**src/pc_paging_pkg.sv**
```systemverilog
`default_nettype none

package pc_paging_pkg;

   // ---------------------------------------------------------------
   // Types
   // ---------------------------------------------------------------
   typedef enum logic [1:0] {
      VARIANT_SINGLE_PAGE,
      VARIANT_FOUR_BANK,
      VARIANT_EIGHT_BANK
   } variant_e;

   typedef enum logic [2:0] {
      OP_HOLD,
      OP_STEP,
      OP_JUMP,
      OP_CALL,
      OP_RETURN,
      OP_WRITE_LOW
   } op_e;

   // ---------------------------------------------------------------
   // Widths
   // ---------------------------------------------------------------
   localparam int BUS_ADDR_W    = 11;
   localparam int BUS_DATA_W    = 32;
   localparam int PC_W          = 11;
   localparam int PAGE_W        = 2;
   localparam int PTR_W         = 8;
   localparam int WORD_W        = 8;
   localparam int OPERAND_W     = 9;
   localparam int DATA_IDX_W    = 8;
   localparam int DATA_DEPTH    = 256;
   localparam int DATA_WIN_BIT  = 10;
   localparam int DATA_IDX_LSB  = 2;

   // ---------------------------------------------------------------
   // Register offsets (byte addresses)
   // ---------------------------------------------------------------
   localparam logic [10:0] OFS_POINTER  = 11'h000;
   localparam logic [10:0] OFS_INDIRECT = 11'h004;
   localparam logic [10:0] OFS_PAGE     = 11'h008;
   localparam logic [10:0] OFS_PC       = 11'h00c;
   localparam logic [10:0] OFS_LEVEL1   = 11'h010;
   localparam logic [10:0] OFS_LEVEL2   = 11'h014;
   localparam logic [10:0] OFS_WORK     = 11'h018;

   // ---------------------------------------------------------------
   // Reset values and fixed patterns
   // ---------------------------------------------------------------
   localparam logic [10:0] PC_MASK_SINGLE   = 11'h1ff;
   localparam logic [10:0] PC_MASK_MULTI    = 11'h7ff;
   localparam logic [1:0]  PAGE_RESET       = 2'h0;
   localparam logic [7:0]  POINTER_RESET    = 8'h00;
   localparam logic [7:0]  WORK_RESET       = 8'h00;
   localparam logic [10:0] STACK_RESET      = 11'h000;
   localparam logic [7:0]  DATA_RESET       = 8'h00;
   localparam logic [7:0]  PTR_FORCE_SINGLE = 8'he0;
   localparam logic [7:0]  PTR_FORCE_FOUR   = 8'h80;
   localparam logic [7:0]  INDIRECT_EMPTY   = 8'h00;
   localparam logic [4:0]  OFFSET_ZERO      = 5'h00;

   // ---------------------------------------------------------------
   // Variant helpers
   // ---------------------------------------------------------------
   function automatic logic [10:0] pc_mask(variant_e v);
      return (v == VARIANT_SINGLE_PAGE) ? PC_MASK_SINGLE : PC_MASK_MULTI;
   endfunction

   function automatic logic [7:0] pointer_view(variant_e v,
                                               logic [7:0] raw);
      case (v)
         VARIANT_SINGLE_PAGE: return raw | PTR_FORCE_SINGLE;
         VARIANT_FOUR_BANK:   return raw | PTR_FORCE_FOUR;
         default:             return raw;
      endcase
   endfunction

   function automatic logic [7:0] pointer_index(variant_e v,
                                                logic [7:0] raw);
      case (v)
         VARIANT_SINGLE_PAGE: return {3'h0, raw[4:0]};
         VARIANT_FOUR_BANK:   return {1'h0, raw[6:0]};
         default:             return raw;
      endcase
   endfunction

endpackage

`default_nettype wire

```
**src/data_file.sv**
```systemverilog
`default_nettype none

module data_file
   import pc_paging_pkg::*;
(
   // Clock and reset
   input  wire logic                  ref_clk_i,
   input  wire logic                  rst_n_i,
   // Write port
   input  wire logic                  wr_en_i,
   input  wire logic [DATA_IDX_W-1:0] wr_idx_i,
   input  wire logic [WORD_W-1:0]     wr_data_i,
   // Read port
   input  wire logic [DATA_IDX_W-1:0] rd_idx_i,
   output logic      [WORD_W-1:0]     rd_data_o
);

   logic [WORD_W-1:0] entry [DATA_DEPTH];

   // ---------------------------------------------------------------
   // Storage
   // ---------------------------------------------------------------
   for (genvar g = 0; g < DATA_DEPTH; g++) begin : g_entry
      always_ff @(posedge ref_clk_i or negedge rst_n_i) begin
         if (!rst_n_i) begin
            entry[g] <= DATA_RESET;
         end else if (wr_en_i && (wr_idx_i == DATA_IDX_W'(g))) begin
            entry[g] <= wr_data_i;
         end
      end
   end

   assign rd_data_o = entry[rd_idx_i];

endmodule

`default_nettype wire

```
**src/pc_paging_stack_indirect.sv**
```systemverilog
`default_nettype none

// Function
// - Increment past page end enters next page
// - Sequential increment leaves page bits untouched
// - Jump, call, low-byte write use page bits
// - Reset loads last address of last page
// - Reset clears page bits to page zero
// - Two stack levels, nine or eleven bits
// - Call shifts level one down, pushes counter+1
// - Deep calls silently keep two latest
// - Return pops level one, copies level two
// - Extra returns keep reusing level two
// - Return loads working register with literal
// - Stack holds full counter including page
// - Indirect location redirects through pointer
// - Indirect read with zero pointer gives 00h
// - Indirect write with zero pointer stores nothing
// - Pointer low five bits pick bank offset
// - Unbanked variant upper pointer bits read ones
// - Four-bank variant bit7 one, bits6:5 bank
// - Eight-bank variant bits7:5 select bank
// - Page codes map to 512-word pages
// - Jump supplies counter bits 8 to 0
// - Call or low-byte write clears bit 8
module pc_paging_stack_indirect
   import pc_paging_pkg::*;
#(
   parameter variant_e VARIANT = VARIANT_EIGHT_BANK
)(
   // Clock and reset
   input  wire logic                  ref_clk_i,
   input  wire logic                  rst_n_i,
   // Avalon-MM slave
   input  wire logic [BUS_ADDR_W-1:0] avs_address_i,
   input  wire logic                  avs_read_i,
   input  wire logic                  avs_write_i,
   input  wire logic [BUS_DATA_W-1:0] avs_writedata_i,
   input  wire logic [3:0]            avs_byteenable_i,
   output logic      [BUS_DATA_W-1:0] avs_readdata_o,
   output logic                       avs_waitrequest_o,
   // Instruction decoder
   input  wire op_e                   op_i,
   input  wire logic [OPERAND_W-1:0]  operand_i,
   // Core state
   output logic      [PC_W-1:0]       program_counter_o,
   output logic      [PC_W-1:0]       top_of_stack_o,
   output logic      [WORD_W-1:0]     working_reg_o
);

   typedef enum logic {
      BUS_IDLE,
      BUS_ACK
   } bus_state_e;

   localparam logic [10:0] MASK = pc_mask(VARIANT);

   bus_state_e            bus_state;
   logic                  waitrequest;
   logic [BUS_DATA_W-1:0] readdata;

   logic [PC_W-1:0]       program_counter;
   logic [PC_W-1:0]       next_pc;
   logic [PC_W-1:0]       stack_level1;
   logic [PC_W-1:0]       stack_level2;
   logic [PC_W-1:0]       pc_plus_one;
   logic [PAGE_W-1:0]     page_select_bits;
   logic [PTR_W-1:0]      indirect_pointer;
   logic [WORD_W-1:0]     working_reg;

   logic                  sel_pointer;
   logic                  sel_indirect;
   logic                  sel_page;
   logic                  sel_data;
   logic [BUS_DATA_W-1:0] read_value;
   logic                  bus_wr;
   logic                  ind_live;
   logic [DATA_IDX_W-1:0] ind_idx;
   logic [DATA_IDX_W-1:0] win_idx;
   logic                  dm_wr_en;
   logic [DATA_IDX_W-1:0] dm_rd_idx;
   logic [WORD_W-1:0]     dm_rd_data;

   // ---------------------------------------------------------------
   // Indirect addressing
   // ---------------------------------------------------------------
   // Offset zero within a bank is the indirect location itself
   assign ind_live = (indirect_pointer[4:0] != OFFSET_ZERO);
   assign ind_idx  = pointer_index(VARIANT, indirect_pointer);
   assign win_idx  = avs_address_i[DATA_WIN_BIT-1:DATA_IDX_LSB];

   // ---------------------------------------------------------------
   // Address decode
   // ---------------------------------------------------------------
   always_comb begin
      sel_pointer  = 1'b0;
      sel_indirect = 1'b0;
      sel_page     = 1'b0;
      sel_data     = 1'b0;
      read_value   = '0;
      if (avs_address_i[DATA_WIN_BIT]) begin
         sel_data   = 1'b1;
         read_value = BUS_DATA_W'(dm_rd_data);
      end else if (avs_address_i == OFS_POINTER) begin
         sel_pointer = 1'b1;
         read_value  = BUS_DATA_W'(
            pointer_view(VARIANT, indirect_pointer));
      end else if (avs_address_i == OFS_INDIRECT) begin
         sel_indirect = 1'b1;
         read_value   = ind_live ? BUS_DATA_W'(dm_rd_data)
                                 : BUS_DATA_W'(INDIRECT_EMPTY);
      end else if (avs_address_i == OFS_PAGE) begin
         sel_page   = 1'b1;
         read_value = BUS_DATA_W'(page_select_bits);
      end else if (avs_address_i == OFS_PC) begin
         read_value = BUS_DATA_W'(program_counter);
      end else if (avs_address_i == OFS_LEVEL1) begin
         read_value = BUS_DATA_W'(stack_level1);
      end else if (avs_address_i == OFS_LEVEL2) begin
         read_value = BUS_DATA_W'(stack_level2);
      end else if (avs_address_i == OFS_WORK) begin
         read_value = BUS_DATA_W'(working_reg);
      end
   end

   // ---------------------------------------------------------------
   // Avalon handshake
   // ---------------------------------------------------------------
   // One wait cycle: read data is captured before it is presented
   always_ff @(posedge ref_clk_i or negedge rst_n_i) begin
      if (!rst_n_i) begin
         bus_state   <= BUS_IDLE;
         waitrequest <= 1'b1;
      end else begin
         case (bus_state)
            BUS_IDLE: begin
               if (avs_read_i || avs_write_i) begin
                  bus_state   <= BUS_ACK;
                  waitrequest <= 1'b0;
               end
            end
            BUS_ACK: begin
               bus_state   <= BUS_IDLE;
               waitrequest <= 1'b1;
            end
            default: begin
               bus_state   <= BUS_IDLE;
               waitrequest <= 1'b1;
            end
         endcase
      end
   end

   always_ff @(posedge ref_clk_i or negedge rst_n_i) begin
      if (!rst_n_i) begin
         readdata <= '0;
      end else if (bus_state == BUS_IDLE && avs_read_i) begin
         readdata <= read_value;
      end
   end

   assign avs_readdata_o    = readdata;
   assign avs_waitrequest_o = waitrequest;

   // Writes land on the edge where waitrequest is seen low
   assign bus_wr = (bus_state == BUS_ACK) && avs_write_i
                   && avs_byteenable_i[0];

   // ---------------------------------------------------------------
   // Software-written registers
   // ---------------------------------------------------------------
   // All eight bits are stored; unimplemented ones are forced on read
   always_ff @(posedge ref_clk_i or negedge rst_n_i) begin
      if (!rst_n_i) begin
         indirect_pointer <= POINTER_RESET;
      end else if (bus_wr && sel_pointer) begin
         indirect_pointer <= avs_writedata_i[PTR_W-1:0];
      end
   end

   always_ff @(posedge ref_clk_i or negedge rst_n_i) begin
      if (!rst_n_i) begin
         page_select_bits <= PAGE_RESET;
      end else if (bus_wr && sel_page) begin
         page_select_bits <= avs_writedata_i[PAGE_W-1:0];
      end
   end

   // ---------------------------------------------------------------
   // Data memory file
   // ---------------------------------------------------------------
   assign dm_wr_en  = bus_wr
                      && (sel_data || (sel_indirect && ind_live));
   assign dm_rd_idx = sel_data ? win_idx : ind_idx;

   data_file i_data_file (
      .ref_clk_i (ref_clk_i),
      .rst_n_i   (rst_n_i),
      .wr_en_i   (dm_wr_en),
      .wr_idx_i  (dm_rd_idx),
      .wr_data_i (avs_writedata_i[WORD_W-1:0]),
      .rd_idx_i  (dm_rd_idx),
      .rd_data_o (dm_rd_data)
   );

   // ---------------------------------------------------------------
   // Program counter
   // ---------------------------------------------------------------
   // Wrap is confined to the variant's width, so the page bits
   // roll over naturally on the last word of a page
   assign pc_plus_one = PC_W'(program_counter + 11'h001) & MASK;

   always_comb begin
      case (op_i)
         OP_STEP: begin
            next_pc = pc_plus_one;
         end
         OP_JUMP: begin
            next_pc = {page_select_bits, operand_i} & MASK;
         end
         OP_CALL, OP_WRITE_LOW: begin
            next_pc = {page_select_bits, 1'b0, operand_i[7:0]}
                      & MASK;
         end
         OP_RETURN: begin
            next_pc = stack_level1;
         end
         default: begin
            next_pc = program_counter;
         end
      endcase
   end

   always_ff @(posedge ref_clk_i or negedge rst_n_i) begin
      if (!rst_n_i) begin
         program_counter <= MASK;
      end else begin
         program_counter <= next_pc;
      end
   end

   // ---------------------------------------------------------------
   // Return stack
   // ---------------------------------------------------------------
   // No overflow or underflow flag: the oldest entry simply drops
   always_ff @(posedge ref_clk_i or negedge rst_n_i) begin
      if (!rst_n_i) begin
         stack_level1 <= STACK_RESET;
         stack_level2 <= STACK_RESET;
      end else if (op_i == OP_CALL) begin
         stack_level2 <= stack_level1;
         stack_level1 <= pc_plus_one;
      end else if (op_i == OP_RETURN) begin
         stack_level1 <= stack_level2;
      end
   end

   always_ff @(posedge ref_clk_i or negedge rst_n_i) begin
      if (!rst_n_i) begin
         working_reg <= WORK_RESET;
      end else if (op_i == OP_RETURN) begin
         working_reg <= operand_i[WORD_W-1:0];
      end
   end

   assign program_counter_o = program_counter;
   assign top_of_stack_o    = stack_level1;
   assign working_reg_o     = working_reg;

   // ---------------------------------------------------------------
   // Assertions
   // ---------------------------------------------------------------
   logic reset_seen;

   always_ff @(posedge ref_clk_i or negedge rst_n_i) begin
      if (!rst_n_i) begin
         reset_seen <= 1'b0;
      end else begin
         reset_seen <= 1'b1;
      end
   end
endmodule

`default_nettype wire

```
**config.mk**
```make
export PLATFORM = sky130hd
export DESIGN_NAME = pc_paging_stack_indirect
export DESIGN_NICKNAME = d
export VERILOG_FILES = /design/src/pc_paging_pkg.sv /design/src/data_file.sv /design/src/pc_paging_stack_indirect.sv
export SDC_FILE = /design/constraint.sdc
export NUM_CORES = 2
export LEC_CHECK = 0
export BUFFER_PORTS_ARGS = -buffer_cell sky130_fd_sc_hd__buf_2
export CORE_MARGIN = 5
export CORE_UTILIZATION = 50
export DETAILED_ROUTE_END_ITERATION = 10
export HOLD_SLACK_MARGIN = 0.12
export PLACE_DENSITY = 0.66
export SYNTH_ARGS = -nofsm -noshare
export SYNTH_HDL_FRONTEND = slang
export SYNTH_HIERARCHICAL = 1
export SYNTH_SLANG_ARGS = --single-unit
```
**constraint.sdc**
```tcl
create_clock -name ref_clk_i -period 3.8 [get_ports ref_clk_i]
set_input_delay 1.14 -clock ref_clk_i [delete_from_list [all_inputs] [get_ports ref_clk_i]]
set_output_delay 1.14 -clock ref_clk_i [all_outputs]
set_load 0.05 [all_outputs]
```
==> impl_results.md <==
* Result of the run: finished, violations left
* Failing checks: setup timing
* Maximum clock insertion buffer count at 3
* Maximum operating frequency at 254.9 MHz
* CTS Buf Count at between 200 and 250
* Unique cell type count in the Yosys netlist at 77
* Clock latency at the later pin of the worst-skew pair at 860 ps
* Total chip power at a little under 50 mW
* Max-slew violation count at 0
* DRC violation count after routing at 0
* Number of H-tree levels at 4
* Leakage power summed over all cells at 56.16 nW
* Total vias in the final route at ~60000
* Fraction of final layout cells sized beyond drive strength 1 at 0.5707
* Die Span Y at 451.4 um
* Highest-count cells in the layout ignoring fill and taps: dfrtp_1, mux2_2, buf_4
* Standard-cell rows at 162
* Wirelength, routed at 275.6 mm
* Transition time at the pin with the least slew margin at 1075 ps
* Worst reg2reg path depth at 13
* Post-synthesis cell area at 97420 sq um
* Count of TritonRoute iterations in the first routing pass at 5
* Startpoint kind of the worst setup timing path: primary input
* Number of global-route vias before repair at 63112
* Grt total ovfl at 0
* Number of enable-type register cells in the synthesized netlist at 0
* Final Worst Setup Slack at -123.4 ps
* RSZ-0062 raised after global routing: yes
* Cell-by-cell trace of the critical path: buf_8 > buf_8 > buf_4 > mux2_4 > buf_12 > buf_4 > clkbuf_16 > mux4_2 > mux4_2 > a22oi_2 > o311a_1 > a21oi_2 > buf_4 > and3_4 > nor2b_4 > a21oi_2 > a2bb2oi_2 > o22ai_1
* Highest net fanout along the worst path at 10
* Slowest stage cell, crit path: mux4_2
* Largest net degree at the start of global routing at between 100 and 150
* Final antenna-violating net count at 0
* Maxcap violations at 0
* Final setup vio count at 8
* Hold WC Path Type: flip-flop to flip-flop
* Cell mode on critical path: buf_4
* Final Core Density at 0.6044
* Post-route cell area at 117500 sq um
* Endpoint class of the critical path: flip-flop
* Antenna violations before repair at 4
* Weighted congestion reported at the end of routability-driven placement at 0.9087
* Post-route fraction of the period consumed by the critical path at 1.032
* GR Util All Layers at 0.2708
* Area Overhead vs Synth at 20.59%
* DR WL/cell at between 20 and 30 um
* Number of warnings reported in the yosys synthesis log at 6
* Largest stage delay on the critical path at 540 ps
* Clock root buffer: clkbuf_16
* Arrival time reported for the critical path endpoint at about 4600 ps
* First-iteration detailed-routing DRC count at 4646
* Die area at 203800 sq um
* Power density of the placed cells at approximately 410 nW/um^2
* Clock transition time at the flip-flop clock pins of the worst setup and hold paths at 60 ps
* Sequential share of the synthesized area at 0.5427
* Critical path class: primary input to flip-flop
* Synth Register Bits at 2112
* Most common cell after layout, fill and taps aside: dfrtp_1
* Most frequently used flop master after synthesis: dfrtp_1
* Wire length of the first global-routing pass at 418.3 mm
* Dpl hpwl at 187.3 mm
* Via-per-instance ratio at around 6.1
* Final sum of negative setup slack at -558.8 ps
* Place WS at -1676 ps
* Data required time at the worst endpoint at 4520 ps
* Horizontal die dimension at 451.4 um
* Count of cells along the worst hold path at 1
* Core area at 194400 sq um
* Worst-case clock skew at 40.88 ps
* Top Ports at 126
* Share of flip-flops with an asynchronous set or reset at 1.000
* Number of hold violations in the final report at 0
* Post-Synthesis Cells at 6400
* Layout Nets at around 7300
* Area of placed instances at 109000 sq um
* Number of clock sinks at 2112
* IR Drop Worst-Case VDD at 480.1 uV
* Max-Slew Margin vs Limit at 0.2832
* Initial core utilization at 0.5012
* Average footprint of a synthesized cell at 15.22 sq um
* Fin crit period at 3923 ps
* TritonCTS clock tree: yes
* Number of I/O port buffers at 77
## area by class of cell
cell class	count	area, sq um
tap	2542	3181
sequential	2112	52870
clock buffer	318	6310
clock inverter	83	1060
timing repair buffer	1051	11170
multi-input combinational	3789	42810
fill	14589	76900
inverter	22	82.58
antenna	3	7.507
## critical path, delay by kind of cell
kind                   cells  cell delay, ps
buffers and inverters      7            1080
multiplexers               3            1220
AO/OA/AOI/OAI              6             850
AND/OR/NAND/NOR            2             320
## through the flow
step / instances / hold slack [ps]
2_1_floorplan: 6420 / 462.1
3_3_place_gp: 9474 / 480.1
3_5_place_dp: 9474 / 484.5
4_1_cts: 9892 / 475.2
5_1_grt: 9918 / 502.8
6_report: 9920 / 495.8
## sequential cells by signal (all words and copies together), names as in the netlist, 2 cells and up
signal	cells
program_counter_o	11
working_reg_o	8
ind_idx	8
page_select_bits	2
i_data_file/entry	2048
avs_readdata_o	11
top_of_stack_o	11
stack_level2	11
## layer usage
metal / up-vias / global-route usage / routed length (um)
met5: - / 0 / 7
met2: 1689 / 0.4208 / 128500
met3: 432 / 0.04578 / 16830
met4: 2 / 0.08395 / 9228
li1: 25593 / - / -
met1: 32621 / 0.3947 / 121100
## where the power goes
group	switching, mW	internal, mW	total [mW]
logic	2.46	1.35	3.82
registers	0.234	22.8	23.0
clock network	9.16	12.6	21.8
total	11.9	36.8	48.6
## cell usage after synthesis (40+ instances only)
cell type | count | area, sq um
mux2i_1 | 149 | 1491
o21ai_0 | 64 | 320.3
a21oi_1 | 87 | 435.4
dfrtp_1 | 2100 | 52550
mux2_2 | 2093 | 23570
o22ai_1 | 40 | 250.2
buf_2 | 64 | 320.3
o221ai_1 | 51 | 446.7
mux4_2 | 470 | 10590
nor2_1 | 246 | 923.4
clkbuf_1 | 328 | 1231
nand2_1 | 167 | 626.9
a22oi_1 | 59 | 442.9
## logic make-up (layout without fill, tap and decap cells)
group / after synthesis / in the layout / share of synthesized area
buf+inv: 520 / 1474 / 0.02747
mux: 2726 / 2727 / 0.3697
fa+ha+maj: 1 / 1 / 0.0001284
flops: 2112 / 2112 / 0.5427
other cells: 1 / 24 / 0.00003849
compound gates: 450 / 450 / 0.03226
xor+xnor: 9 / 9 / 0.0008091
simple gates: 581 / 581 / 0.02697
## path summary, 6_finish.rpt
check	start	endpoint	slack, ps
setup / recovery	avs_address_i[10]	avs_readdata_o[1]	-120
hold / removal	i_data_file/entry[1266]	i_data_file/entry[1266]	500
setup reg to reg	ind_idx[0]	avs_readdata_o[3]	-40
hold reg to reg	i_data_file/entry[1266]	i_data_file/entry[1266]	500
max in group asynchronous	rst_n_i	i_data_file/entry[1677]	1710
min in group asynchronous	rst_n_i	i_data_file/entry[117]	770
## what timing repair did
item / in CTS / in global routing
hold buffers: 1 / 0
gates resized for setup: 72 / 44
buffers inserted: 13 / 26
setup endpoints to repair: 8 / 9
pin swaps: 7 / 16
endpoints found under the hold margin: 9 / 0
gates cloned: 5 / 2
Power figures use the tool's default switching activity.
